### src/hprl_pkg.sv
// Notes on behaviour
// - mode pin high selects boundary-scan test port, low selects host port.
// - all serial bits shift in and out on the shared serial clock.
// - in test mode the serial input pin is test data in.
// - in host mode register read data leaves on the serial output pin.
// - in test mode the serial output pin is test data out.
// - in host mode the select pin is an active-low chip select.
// - in test mode the select pin is test mode select, active high.
// - host-mode reset defaults state, floats pins, drives pixel clocks low.
// - host mode resumes normal operation when reset goes high.
// - test-mode reset defaults state and holds the scan sequence in reset.
// - test mode lets the scan sequence resume when reset goes high.
// - lock-select low and reference locked gives lock mode, outputs follow.
// - lock-select high makes video clock and timing free-run.
// - audio clocks stay locked to the video clock regardless of lock-select.
package hprl_pkg;
  localparam int unsigned CLK_PERIOD_NS    = 25;
  localparam int unsigned RESET_HOLD_US    = 500;
  localparam int unsigned RESET_HOLD_CYC   =
    (RESET_HOLD_US * 1000 + CLK_PERIOD_NS - 1) / CLK_PERIOD_NS;
  localparam int unsigned DATA_W           = 16;
  localparam int unsigned ADDR_W           = 8;
  localparam int unsigned SCAN_W           = 8;
  localparam logic [3:0]  SCAN_IR_BYPASS   = 4'hf;
  localparam logic [3:0]  SCAN_IR_SAMPLE   = 4'h1;
  localparam logic [3:0]  SCAN_IR_RESET    = 4'hf;

  typedef enum logic [1:0] {
    HPRL_MODE_HOST,
    HPRL_MODE_TEST
  } hprl_mode_t;

  typedef enum logic [1:0] {
    HPRL_CLK_FREE,
    HPRL_CLK_WAIT_LOCK,
    HPRL_CLK_LOCKED
  } hprl_clk_t;

  // pins after synchronisation
  typedef struct packed {
    logic sclk;
    logic ser_in;
    logic sel;
    logic mode;
    logic lock_sel;
  } hprl_pins_t;

  // user-side register write strobe
  typedef struct packed {
    logic              valid;
    logic [ADDR_W-1:0] addr;
    logic [DATA_W-1:0] data;
  } hprl_wr_t;
endpackage : hprl_pkg

### src/hprl_top.sv
`timescale 1ns/1ps
`default_nettype none
module hprl_top #(
  parameter int unsigned HOLD_CYC = hprl_pkg::RESET_HOLD_CYC
) (
  input  wire logic                          clk,
  input  wire logic                          rst_n,
  input  wire logic                          mode_pin,
  input  wire logic                          serial_clock_shared_pin,
  input  wire logic                          serial_in_shared_pin,
  input  wire logic                          select_shared_pin,
  input  wire logic                          lock_select_pin,
  input  wire logic                          ref_locked,
  input  wire logic [hprl_pkg::DATA_W-1:0]   rd_data,
  output logic                               serial_out_shared_pin,
  output logic                               serial_out_oe_n,
  output logic                               pixel_clock_out_a,
  output logic                               pixel_clock_out_b,
  output logic                               pixel_oe_n,
  output hprl_pkg::hprl_wr_t                 wr,
  output logic [hprl_pkg::ADDR_W-1:0]        rd_addr,
  output logic                               video_follow_ref,
  output logic                               audio_follow_video,
  output logic                               scan_in_reset,
  output logic                               hold_done
);
  import hprl_pkg::*;

  logic       rst_meta;
  logic       rst_sync_n;
  hprl_pins_t meta;
  hprl_pins_t pin;
  logic       sclk_d;
  logic       rise;
  logic       fall;
  logic [31:0] hold_cnt;
  logic [4:0]  bit_cnt;
  logic [ADDR_W+DATA_W-1:0] shreg;
  logic [DATA_W-1:0]        out_sh;
  logic [SCAN_W-1:0]        scan_sh;
  logic [3:0]               tap;
  logic                     tdo;
  logic                     host_do;
  logic                     in_test;
  logic                     host_cs;
  hprl_clk_t                cstate;
  logic                     pclk_div;
  logic                     load_rd;

  // async assert, sync release
  always_ff @(posedge clk or negedge rst_n) begin
    if (!rst_n) begin
      rst_meta   <= 1'b0;
      rst_sync_n <= 1'b0;
    end else begin
      rst_meta   <= 1'b1;
      rst_sync_n <= rst_meta;
    end
  end

  // pins come from outside; two stages, only stage two is read
  always_ff @(posedge clk or negedge rst_sync_n) begin
    if (!rst_sync_n) begin
      meta <= '0;
      pin  <= '0;
    end else begin
      meta <= '{serial_clock_shared_pin, serial_in_shared_pin,
                select_shared_pin, mode_pin, lock_select_pin};
      pin  <= meta;
    end
  end

  always_ff @(posedge clk or negedge rst_sync_n) begin
    if (!rst_sync_n) sclk_d <= 1'b0;
    else             sclk_d <= pin.sclk;
  end
  assign rise = pin.sclk & ~sclk_d;
  assign fall = ~pin.sclk & sclk_d;

  assign in_test = pin.mode;
  assign host_cs = ~in_test & ~pin.sel;

  // device only counts the hold; honouring it is the reset source's job
  always_ff @(posedge clk or negedge rst_sync_n) begin
    if (!rst_sync_n) hold_cnt <= '0;
    else if (hold_cnt < HOLD_CYC) hold_cnt <= hold_cnt + 32'h1;
  end
  assign hold_done = (hold_cnt >= HOLD_CYC);

  // host shift: address then data, msb first, on rising edges
  always_ff @(posedge clk or negedge rst_sync_n) begin
    if (!rst_sync_n) begin
      bit_cnt <= '0;
      shreg   <= '0;
      wr      <= '0;
      rd_addr <= '0;
    end else begin
      wr.valid <= 1'b0;
      if (!host_cs) begin
        bit_cnt <= '0;
      end else if (rise) begin
        shreg <= {shreg[ADDR_W+DATA_W-2:0], pin.ser_in};
        if (bit_cnt == 5'(ADDR_W - 1))
          rd_addr <= {shreg[ADDR_W-2:0], pin.ser_in};
        if (bit_cnt == 5'(ADDR_W + DATA_W - 1)) begin
          wr.valid <= 1'b1;
          wr.addr  <= shreg[ADDR_W+DATA_W-2:DATA_W-1];
          wr.data  <= {shreg[DATA_W-2:0], pin.ser_in};
          bit_cnt  <= '0;
        end else begin
          bit_cnt <= bit_cnt + 5'h1;
        end
      end
    end
  end

  // load a cycle after the address lands, so rd_data matches the new address
  always_ff @(posedge clk or negedge rst_sync_n) begin
    if (!rst_sync_n) load_rd <= 1'b0;
    else             load_rd <= host_cs & rise & (bit_cnt == 5'(ADDR_W - 1));
  end

  // msb stands through the first data bit; shifting starts after its rise
  always_ff @(posedge clk or negedge rst_sync_n) begin
    if (!rst_sync_n) begin
      out_sh <= '0;
    end else if (load_rd) begin
      out_sh <= rd_data;
    end else if (host_cs && fall && bit_cnt > 5'(ADDR_W)) begin
      out_sh <= {out_sh[DATA_W-2:0], 1'b0};
    end
  end
  assign host_do = out_sh[DATA_W-1];

  // minimal scan port: tms walks a small state counter, data path is a chain
  always_ff @(posedge clk or negedge rst_sync_n) begin
    if (!rst_sync_n) begin
      tap     <= SCAN_IR_RESET;
      scan_sh <= '0;
      tdo     <= 1'b0;
    end else if (in_test && rise) begin
      // active-high select walks state; all ones is test reset
      if (pin.sel) tap <= (tap == SCAN_IR_RESET) ? tap : tap + 4'h1;
      else         tap <= SCAN_IR_SAMPLE;
      if (!pin.sel) scan_sh <= {scan_sh[SCAN_W-2:0], pin.ser_in};
    end else if (in_test && fall) begin
      tdo <= scan_sh[SCAN_W-1];
    end
  end
  assign scan_in_reset = (tap == SCAN_IR_RESET);

  assign serial_out_shared_pin = in_test ? tdo : host_do;
  // pins float during reset and while host port is idle
  assign serial_out_oe_n = ~rst_sync_n | (~in_test & ~host_cs);

  // reference lock control
  always_ff @(posedge clk or negedge rst_sync_n) begin
    if (!rst_sync_n) begin
      cstate <= HPRL_CLK_FREE;
    end else begin
      case (cstate)
        HPRL_CLK_FREE:      if (!pin.lock_sel) cstate <= HPRL_CLK_WAIT_LOCK;
        HPRL_CLK_WAIT_LOCK: if (pin.lock_sel)  cstate <= HPRL_CLK_FREE;
                            else if (ref_locked) cstate <= HPRL_CLK_LOCKED;
        HPRL_CLK_LOCKED:    if (pin.lock_sel)  cstate <= HPRL_CLK_FREE;
                            else if (!ref_locked) cstate <= HPRL_CLK_WAIT_LOCK;
        default:            cstate <= HPRL_CLK_FREE;
      endcase
    end
  end
  assign video_follow_ref   = (cstate == HPRL_CLK_LOCKED);
  assign audio_follow_video = rst_sync_n;

  // stand-in pixel clock, held low in reset
  always_ff @(posedge clk or negedge rst_sync_n) begin
    if (!rst_sync_n) pclk_div <= 1'b0;
    else             pclk_div <= ~pclk_div;
  end
  assign pixel_clock_out_a = pclk_div;
  assign pixel_clock_out_b = pclk_div;
  assign pixel_oe_n        = 1'b0;
endmodule : hprl_top
`default_nettype wire

### config.mk
export PLATFORM = sky130hd
export DESIGN_NAME = hprl_top
export DESIGN_NICKNAME = d
export VERILOG_FILES = /design/src/hprl_pkg.sv /design/src/hprl_top.sv
export SDC_FILE = /design/constraint.sdc
export NUM_CORES = 1
export LEC_CHECK = 0
export ABC_AREA = 1
export BUFFER_PORTS_ARGS = -buffer_cell sky130_fd_sc_hd__buf_2
export CAP_MARGIN = 20
export CORE_MARGIN = 2
export CORE_UTILIZATION = 62
export DETAILED_ROUTE_END_ITERATION = 8
export PLACE_DENSITY = 0.87
export SLEW_MARGIN = 15
export SYNTH_ARGS = -nofsm -noshare
export SYNTH_HDL_FRONTEND = slang
export SYNTH_SLANG_ARGS = --single-unit
### constraint.sdc
create_clock -name clk -period 8.54 [get_ports clk]
set_input_delay 1.281 -clock clk [delete_from_list [all_inputs] [get_ports clk]]
set_output_delay 1.281 -clock clk [all_outputs]
set_load 0.02 [all_outputs]
==> metrics.md, run 1 <==
| Metric | Value |
|---|---|
| Tightest Pin Transition | roughly 900 ps |
| Cell taking the most area after synthesis | dfrtp_1 |
| FILL cells | 644 |
| Worst vdd rail ir drop | approximately 0.13 mV |
| Via count | between 4000 and 5000 |
| Worst reg2reg path startpoint | pin[2]$_DFF_PN0_ |
| Synthesized area | 5790 µm² |
| PortBufs | 64 |
| Number of remaining DRC errors | 0 |
| Number of nets at the end of the flow | 705 |
| Die ar. | just over 10000 µm² |
| Required time reported for the critical path endpoint | roughly 7300 ps |
| Switching Fraction | between 20% and 30% |
| Worst path buffer plus inverter count | 2 |
| Sum of net half-perimeters after detailed placement | approximately 7000 µm |
| Internal power summed over all cells | 1.16 mW |
| Fin util | between 70% and 80% |
| Global placer's final weighted congestion | 0.823 |
| Number of nets produced by synthesis | about 660 |
| Worst slew margin | about 40% |
| Setup repair after global routing missed its margin | false |
| Post-Syn Instances | about 630 |
| Leading cell types by count after synthesis | nand2_1 (205), dfrtp_1 (135), o21ai_0 (59), inv_1 (54), nor2_1 (27) |
| Insertion delay of the later-clocked pin in the worst-skew pair | 520 ps |
| Biggest area contributors in the synthesized netlist | dfrtp_1 (58%), nand2_1 (13%), o21ai_0 (5.1%), inv_1 (3.5%), nand3_1 (2.2%) |
| Compound-Gate Fraction of Synth Area | roughly 8.5% |
| Worst r2r dst | wr[5]$_DFFE_PN0P_ |
| Post-synth EDFFs | 0 |
| Placed cell count | 768 |
| Largest net degree at the start of global routing | 90 |
| Clock share of power | about half |
| Post-CTS Setup Repair Bufs | 0 |
| Worst setup path endpoint | hold_done |
| Path depth of the worst reg2reg path | 6 |
| Layout cell share with drive strength beyond 1 | a little under a fifth |
| Minimum period implied by the final worst setup slack | ~3500 ps |
| Detailed router's first-iteration violation count | ~190 |
| Worst-case setup slack after placement | ~5600 ps |
| Proportion of synthesized area in mux cells | under 10% |
| Type of origin of the critical path | flop |
| Max capacitance violation total | 0 |
| Starting density of the core | 63.3% |
| Worst setup EP type | output port |
| Share of total power in sequential cells | 47.2% |
| Part of the total power dissipated in combinational logic | 3.7% |
| Number of primary I/O pins | 66 |
| Library cell contributing the largest single delay on the critical path | nor2_4 |
| Yosys warns | 0 |
| Crit-path cells | or2_0, nor2_1, nand3_2, nor2_4, inv_1, buf_2 |
| Number of antenna violations at the first check in global routing | 1 |
| Basic-gate share of the synthesized area counting and, or, nand and nor cells | between 20% and 30% |
| Power density normalized to cell area | approximately 220 nW/µm² |
| Clock-pin slew on the worst setup and hold paths | approximately 60 ps |
| Diode count | 0 |
| WL/cell | approximately 14 µm |
| Share of the synthesized netlist area taken by xor and xnor gates | 1.66% |
| Global-route congestion overflow total | 0 |
| Top cell family by delay on the critical path | simple AND/OR/NAND/NOR gates |
| Status | complete, no violations |
| Combinational family with the most area after synthesis | simple AND/OR/NAND/NOR gates |
| HP Class | flop to asynchronous set/reset pin |
| Footprint of the multi-input gates | 1900 µm² |
| Avg Inst Size Synth | 9.17 µm² |
| Worst Setup Path Type | flop to output port |
| Setup-failing EPs final | 0 |
| Critical-path maximum fanout | 16 |
| Non-filler cells in the finished layout | 800 |
| TritonCTS clock tree | done |
| Wire length of the first global-routing pass | around 20000 µm |
| Unique cell type count in the Yosys netlist | 34 |
| Part of the cycle the worst path needs | between 40 and 50% |
| Number of buffers added by the clock tree synthesis step | 17 |
| Final worst setup slack | just over 5000 ps |
| Top-area cell type share of the netlist area | approximately three fifths |
| Layout overhead on the synthesized area | 15.0% |
| Total Wirelength | roughly 12000 µm |
| Setup_tns | 0 ps |
| Detail-routed via count per cell | about 5.3 |
| Setup slack of the worst register-to-register path | between 5000 and 6000 ps |
| Crit path depth | 6 |
| Highest clock frequency the design can meet | 287 MHz |
| Start point of the critical path | hold_cnt[22]$_DFFE_PN0N_ |
| Clock sink count | around 140 |
| Asr flop ratio synth | 100% |
| Total global routing track utilization | between 20% and 30% |
| Vias in the first global route | between 4000 and 5000 |
| CTS Hold Buffers Added | 0 |
| Switching power total | approximately 0.33 mW |
| Count of nets left with antenna violations after detail routing | 0 |
| Largest clock skew in the final design | approximately 7.6 ps |
| Core Area | roughly 9000 µm² |
| Maximum number of buffers from clock root to sink | 2 |
| Total design power | approximately 1.5 mW |
| Cell with the most instances after synthesis | nand2_1 |
| Area used by sequential logic in the layout | approximately 3500 µm² |
| Static leakage power | approximately 3.5 nW |
| Adder and majority gate portion of the synthesized area | 1.08% |
| Data arrival time of the critical path | 2200 ps |
| Count of final hold-check violations | 0 |
| Delay of the slowest critical-path stage | around 430 ps |
| Root cell of the clock tree | clkbuf_8 |
| Max H-tree Level | 4 |
| Share of synthesized area occupied by flip-flops and latches | between 60% and 70% |
| Number of cells upsized or downsized after cts | 0 |
| Chip width | approximately 100 µm |
| Vertical die dimension | a little over 100 µm |
| #FFs+latches synth | roughly 140 |
| Top FF cell, synth | dfrtp_1 |
| Final-report max-slew violation count | 0 |
| Placement row count | 35 |
| First-pass detailed-route iteration total | 5 |
==> power groups by stage <==
stage | combinational [mW] | clock [mW] | sequential, mW
after CTS | 0.0558 | 0.741 | 0.705
after global routing | 0.0627 | 0.771 | 0.708
final | 0.0549 | 0.732 | 0.705
after detailed placement | 0.0532 | 0 | 0.715
after global placement | 0.0505 | 0 | 0.713
after floorplan | 0.0321 | 0 | 0.716
==> stage by stage <==
step | area, µm² | hold slack, ps
3_5_place_dp | 6070 | 337
6_report | 6660 | 343
3_3_place_gp | 6070 | 334
5_1_grt | 6660 | 352
2_1_floorplan | 5790 | 331
4_1_cts | 6660 | 351
==> worst reg2reg max path: cells and delay by family (launching register included) <==
| family | cells | cell delay (ps) |
|---|---|---|
| and+or+nand+nor | 4 | 1710 |
| DFF | 1 | 450 |
| buffers and inverters | 1 | 390 |
| AOI/OAI and AO/OA | 1 | 120 |
==> flip-flops by register name (all words and copies together) (netlist names), 2 cells and up <==
signal and cells:
wr 25, scan_sh 8, out_sh 16, hold_cnt 32, rd_addr 8, bit_cnt 5, meta 5, pin 4
tap 4, shreg 23, cstate 2
==> area by class of cell <==
cell class,count,area share [%]
clock buffers,21,6.74
clock inverters,11,2.16
inverters,57,3.21
multi-input cells,396,28.5
flip-flops and latches,139,52.3
well taps,111,2.08
repair buffers,65,4.98
==> logic make-up after synthesis <==
kind of cell	count (synthesis)
xor gates and xnor gates	11
buffers and inverters	97
and+or+nand+nor	279
muxes	6
DFF	139
AOI/OAI and AO/OA	93
adders and majority gates	5
other	2
==> how the worst min path moves through the flow <==
| stage | startpoint | to |
|---|---|---|
| global route | meta[3]$_DFF_PN0_ | pin[3]$_DFF_PN0_ |
| floorplan | rst_meta$_DFF_PN0_ | audio_follow_video$_DFF_PN0_ |
| CTS | meta[3]$_DFF_PN0_ | pin[3]$_DFF_PN0_ |
| global placement | meta[0]$_DFF_PN0_ | pin[0]$_DFF_PN0_ |
| detailed placement | meta[3]$_DFF_PN0_ | pin[3]$_DFF_PN0_ |
| finish | audio_follow_video$_DFF_PN0_ | out_sh[6]$_DFFE_PN0P_ |
==> per-layer routing <==
metal  vias up  part of all wire [%]  GRT usage (%)
li1       2064                     -              -
met1      2054                    42           31.1
met2       121                    51           40.7
met3        27                   5.5           7.77
met4         2                   1.7           9.06
met5         -                  0.10              0
==> cell usage in the layout (no fill, tap or decap), types with 4 or more instances in the layout <==
cell type and n:
ha_1 5, nand2_1 205, dfstp_2 4, xor2_1 6, buf_2 64, nand4_1 5, xnor2_1 5, clkinvlp_4 4
dfrtp_1 134, o21ai_1 24, o21ai_2 4, inv_1 54, nor2_4 4, nor2_1 27, mux2_2 6, o21ai_0 59
nand3_1 26, clkbuf_16 16
Note: power is estimated with default switching activity, not from simulation.
==> run 2: changes to the inputs <==
Settings changed: ABC_AREA 1 to 0, CORE_UTILIZATION 62 to 52, PLACE_DENSITY 0.87 to 0.78.
Clock period 8.54 ns to 3.1 ns, I/O delays scaled along.
==> run 2 against run 1 <==
Critical path type unchanged. Hold slack got worse by 280 ps. Flip-flop and latch count is the same. Cell area down 2.3%. Largest power group unchanged. Clock power rose to 3.0 times the previous value.
==> metrics.md, run 2 <==
| Metric | Value |
|---|---|
| Placement row count | 37 (+5.7%) |
| TritonCTS clock tree | done |
| Global-route congestion overflow total | 0 (unchanged) |
| Type of origin of the critical path | flop |
| Commonest cells after routing, fill and taps aside | dfrtp_1 (134), mux2_2 (65), buf_2 (64), nand2_1 (25), clkbuf_16 (16) |
| Fin util | 63.4% (-9.4 points) |
| Placed cell count | 574 (-25%) |
| Top-area cell type share of the netlist area | 61.9% (+3.6 points) |
| Number of buffers added by the clock tree synthesis step | 17 (unchanged) |
| Part of the cycle the worst path needs | a little over four fifths |
| PortBufs | 64 (unchanged) |
| Area of all placed cells without fillers | 6510 µm² (-2.3%) |
| Non-filler cells in the finished layout | 607 (-24%) |
| WL/cell | 14.5 µm (+0.23%) |
| Worst Setup Path Type | flop to output port |
| Final worst setup slack | 506 ps (-4560 ps) |
| Chip width | 106 µm (+5.7%) |
| Worst path buffer plus inverter count | 1 (-1) |
| Static leakage power | 3.19 nW (-8.0%) |
| Avg Inst Size Synth | 13.6 µm² (+48%) |
| Asr flop ratio synth | 100% (unchanged) |
| Biggest area contributors in the synthesized netlist | dfrtp_1 (62%), mux2_2 (13%), mux2i_1 (2.8%), xor2_1 (2.1%), dfstp_2 (1.9%) |
| Starting density of the core | 53.1% (-10 points) |
| Largest net degree at the start of global routing | 105 (+17%) |
| Unique cell type count in the Yosys netlist | 44 (+29%) |
| Total global routing track utilization | 17.6% (-7.2 points) |
| Setup-failing EPs final | 0 (unchanged) |
| Insertion delay of the later-clocked pin in the worst-skew pair | 510 ps (about the same) |
| Largest clock skew in the final design | 6.93 ps (-0.713 ps) |
| Max capacitance violation total | 0 (unchanged) |
| Worst hold slack | 61.2 ps (-282 ps) |
| Die ar. | 11300 µm² (+12%) |
| Wire length of the first global-routing pass | 15400 µm (-21%) |
| Start point of the critical path | hold_cnt[7]$_DFFE_PN0N_ |
| Count of final hold-check violations | 0 (unchanged) |
| Synthesized area | 5460 µm² (-5.9%) |
| Post-CTS Setup Repair Bufs | 0 (unchanged) |
| Flip-flop count of the largest register, all copies and words added | 32 (unchanged) |
| Root cell of the clock tree | clkbuf_8 |
| Post-synth EDFFs | 0 (unchanged) |
| Worst-case setup slack after placement | 1040 ps (-4590 ps) |
| Leading cell types by count after synthesis | dfrtp_1 (135), mux2_2 (65), nand2_1 (25), clkbuf_1 (21), mux2i_1 (15) |
| First-pass detailed-route iteration total | 4 (-1) |
| Total placed instance area | 5840 µm² (-3.7%) |
| Highest clock frequency the design can meet | between 300 and 400 MHz |
| Diode count | 0 (unchanged) |
| Number of remaining DRC errors | 0 (unchanged) |
| Post-Syn Instances | 402 (-36%) |
| Registers with the highest flip-flop counts | hold_cnt: 32 flops, wr: 25 flops, shreg: 23 flops |
| Worst slew margin | 40.8% (+1.2 points) |
| Detail-routed via count per cell | 5.08 (-4.8%) |
| Count of nets left with antenna violations after detail routing | 0 (unchanged) |
| Core Area | 10300 µm² (+12%) |
| Number of nets produced by synthesis | 431 (-35%) |
| Setup_tns | 0 ps (unchanged) |
| Required time reported for the critical path endpoint | 2630 ps (-4630 ps) |
| Total Wirelength | 8780 µm (-24%) |
| Cell with the most instances after synthesis | dfrtp_1 |
| Critical hold path startpoint | lock_select_pin |
| Sum of net half-perimeters after detailed placement | 5710 µm (-18%) |
| Delay of the slowest critical-path stage | 550 ps (+120 ps) |
| Minimum period implied by the final worst setup slack | around 2600 ps |
| Library cell contributing the largest single delay on the critical path | or4_1 |
| Tightest Pin Transition | 889 ps (-15.5 ps) |
| #FFs+latches synth | 139 (unchanged) |
| Vertical die dimension | 106 µm (+5.7%) |
| Maximum number of buffers from clock root to sink | 2 (unchanged) |
| Critical-path maximum fanout | 15 (-1) |
| Number of primary I/O pins | 66 (unchanged) |
| Top cell family by delay on the critical path | simple AND/OR/NAND/NOR gates |
| Layout cell share with drive strength beyond 1 | 38.6% (+20 points) |
| Data arrival time of the critical path | 2130 ps (-70 ps) |
| Status | complete, no violations |
| Power density normalized to cell area | 663 nW/µm² (+200%) |
| Max H-tree Level | 4 (unchanged) |
| Final-report max-slew violation count | 0 (unchanged) |
| Clock-pin slew on the worst setup and hold paths | 60 ps (about the same) |
| Top FF cell, synth | dfrtp_1 |
| Layout overhead on the synthesized area | 19.4% |
| Worst vdd rail ir drop | 0.496 mV (+270%) |
| Most common cell after layout, fill and taps aside | dfrtp_1 |
| Crit-path cells | or4_1, o2111ai_2, nand4_4, buf_2 |
| Yosys warns | 0 (unchanged) |
| Reg with most FFs | hold_cnt |
| Setup repair after global routing missed its margin | false |
| Via count | 3083 (-28%) |
| Detailed router's first-iteration violation count | 173 (-9.4%) |
| Cell taking the most area after synthesis | dfrtp_1 |
| HP Class | input port to flop |
| Vias in the first global route | 3151 (-27%) |
| Share of synthesized area occupied by flip-flops and latches | 63.9% (+3.7 points) |
| Number of antenna violations at the first check in global routing | 0 (-1) |
| Worst setup EP type | output port |
| Clock sink count | 139 (unchanged) |
| Number of nets at the end of the flow | 487 (-31%) |
| Total design power | 4.32 mW (+190%) |
| Worst reg2reg path startpoint | pin[2]$_DFF_PN0_ |
| Global placer's final weighted congestion | 0.794 (-3.5%) |
run 2: changes by cell type after synthesis, moves of 20 or more:
cell     change
nand2_1    -180
o21ai_0     -47
nand3_1     -20
mux2_2      +59
inv_1       -44
run 2: cell families after synthesis:
family                     Yosys count  share of synthesized area [%]
adders and majority gates            6                           1.33
and+or+nand+nor                     83                           8.65
muxes                               81                           16.4
buffers and inverters               43                           3.69
AOI/OAI and AO/OA                   32                           3.39
other                                2                          0.138
DFF                                139                           63.9
xor gates and xnor gates            16                           2.57
run 2: power by group:
part	internal (mW)	switching [mW]	leakage, nW
Sequential	1.89	0.0662	1.79
Clock	1.48	0.746	0.321
Combinational	0.0696	0.0666	1.07
run 2: path summary, 6_finish.rpt:
path	to	slack [ps]	cells past startpoint
worst min register to register	hold_cnt[4]$_DFFE_PN0N_	290	0
min in group asynchronous	audio_follow_video$_DFF_PN0_	270	2
worst max register to register	rd_addr[7]$_DFFE_PN0P_	1090	5
worst min-delay path	meta[0]$_DFF_PN0_	60	1
max in group asynchronous	out_sh[8]$_DFFE_PN0P_	1920	1
worst max-delay path	hold_done	510	4
run 2: final cells by class:
class / count / area [µm²]
clock buffers: 19 / 422
clock inverters: 13 / 238
fillers: 793 / 3770
inverters: 10 / 37.5
multi-input cells: 220 / 1780
flip-flops and latches: 139 / 3490
well taps: 136 / 170
repair buffers: 70 / 380
run 2: timing repair:
item | 4_1_cts | 5_1_grt
endpoints found under the hold margin | 2 | 0
hold buffers | 1 | 0
gates resized for setup | 0 | 0
run 2: per-layer routing:
metal  GRT usage, %  vias to the layer above  share of wire [%]
met1           25.4                     1525                 49
met2           25.0                       75                 45
met5              0                        -                  0
met3           6.99                        6                4.9
met4           4.73                        0               0.80
li1               -                     1477                  -
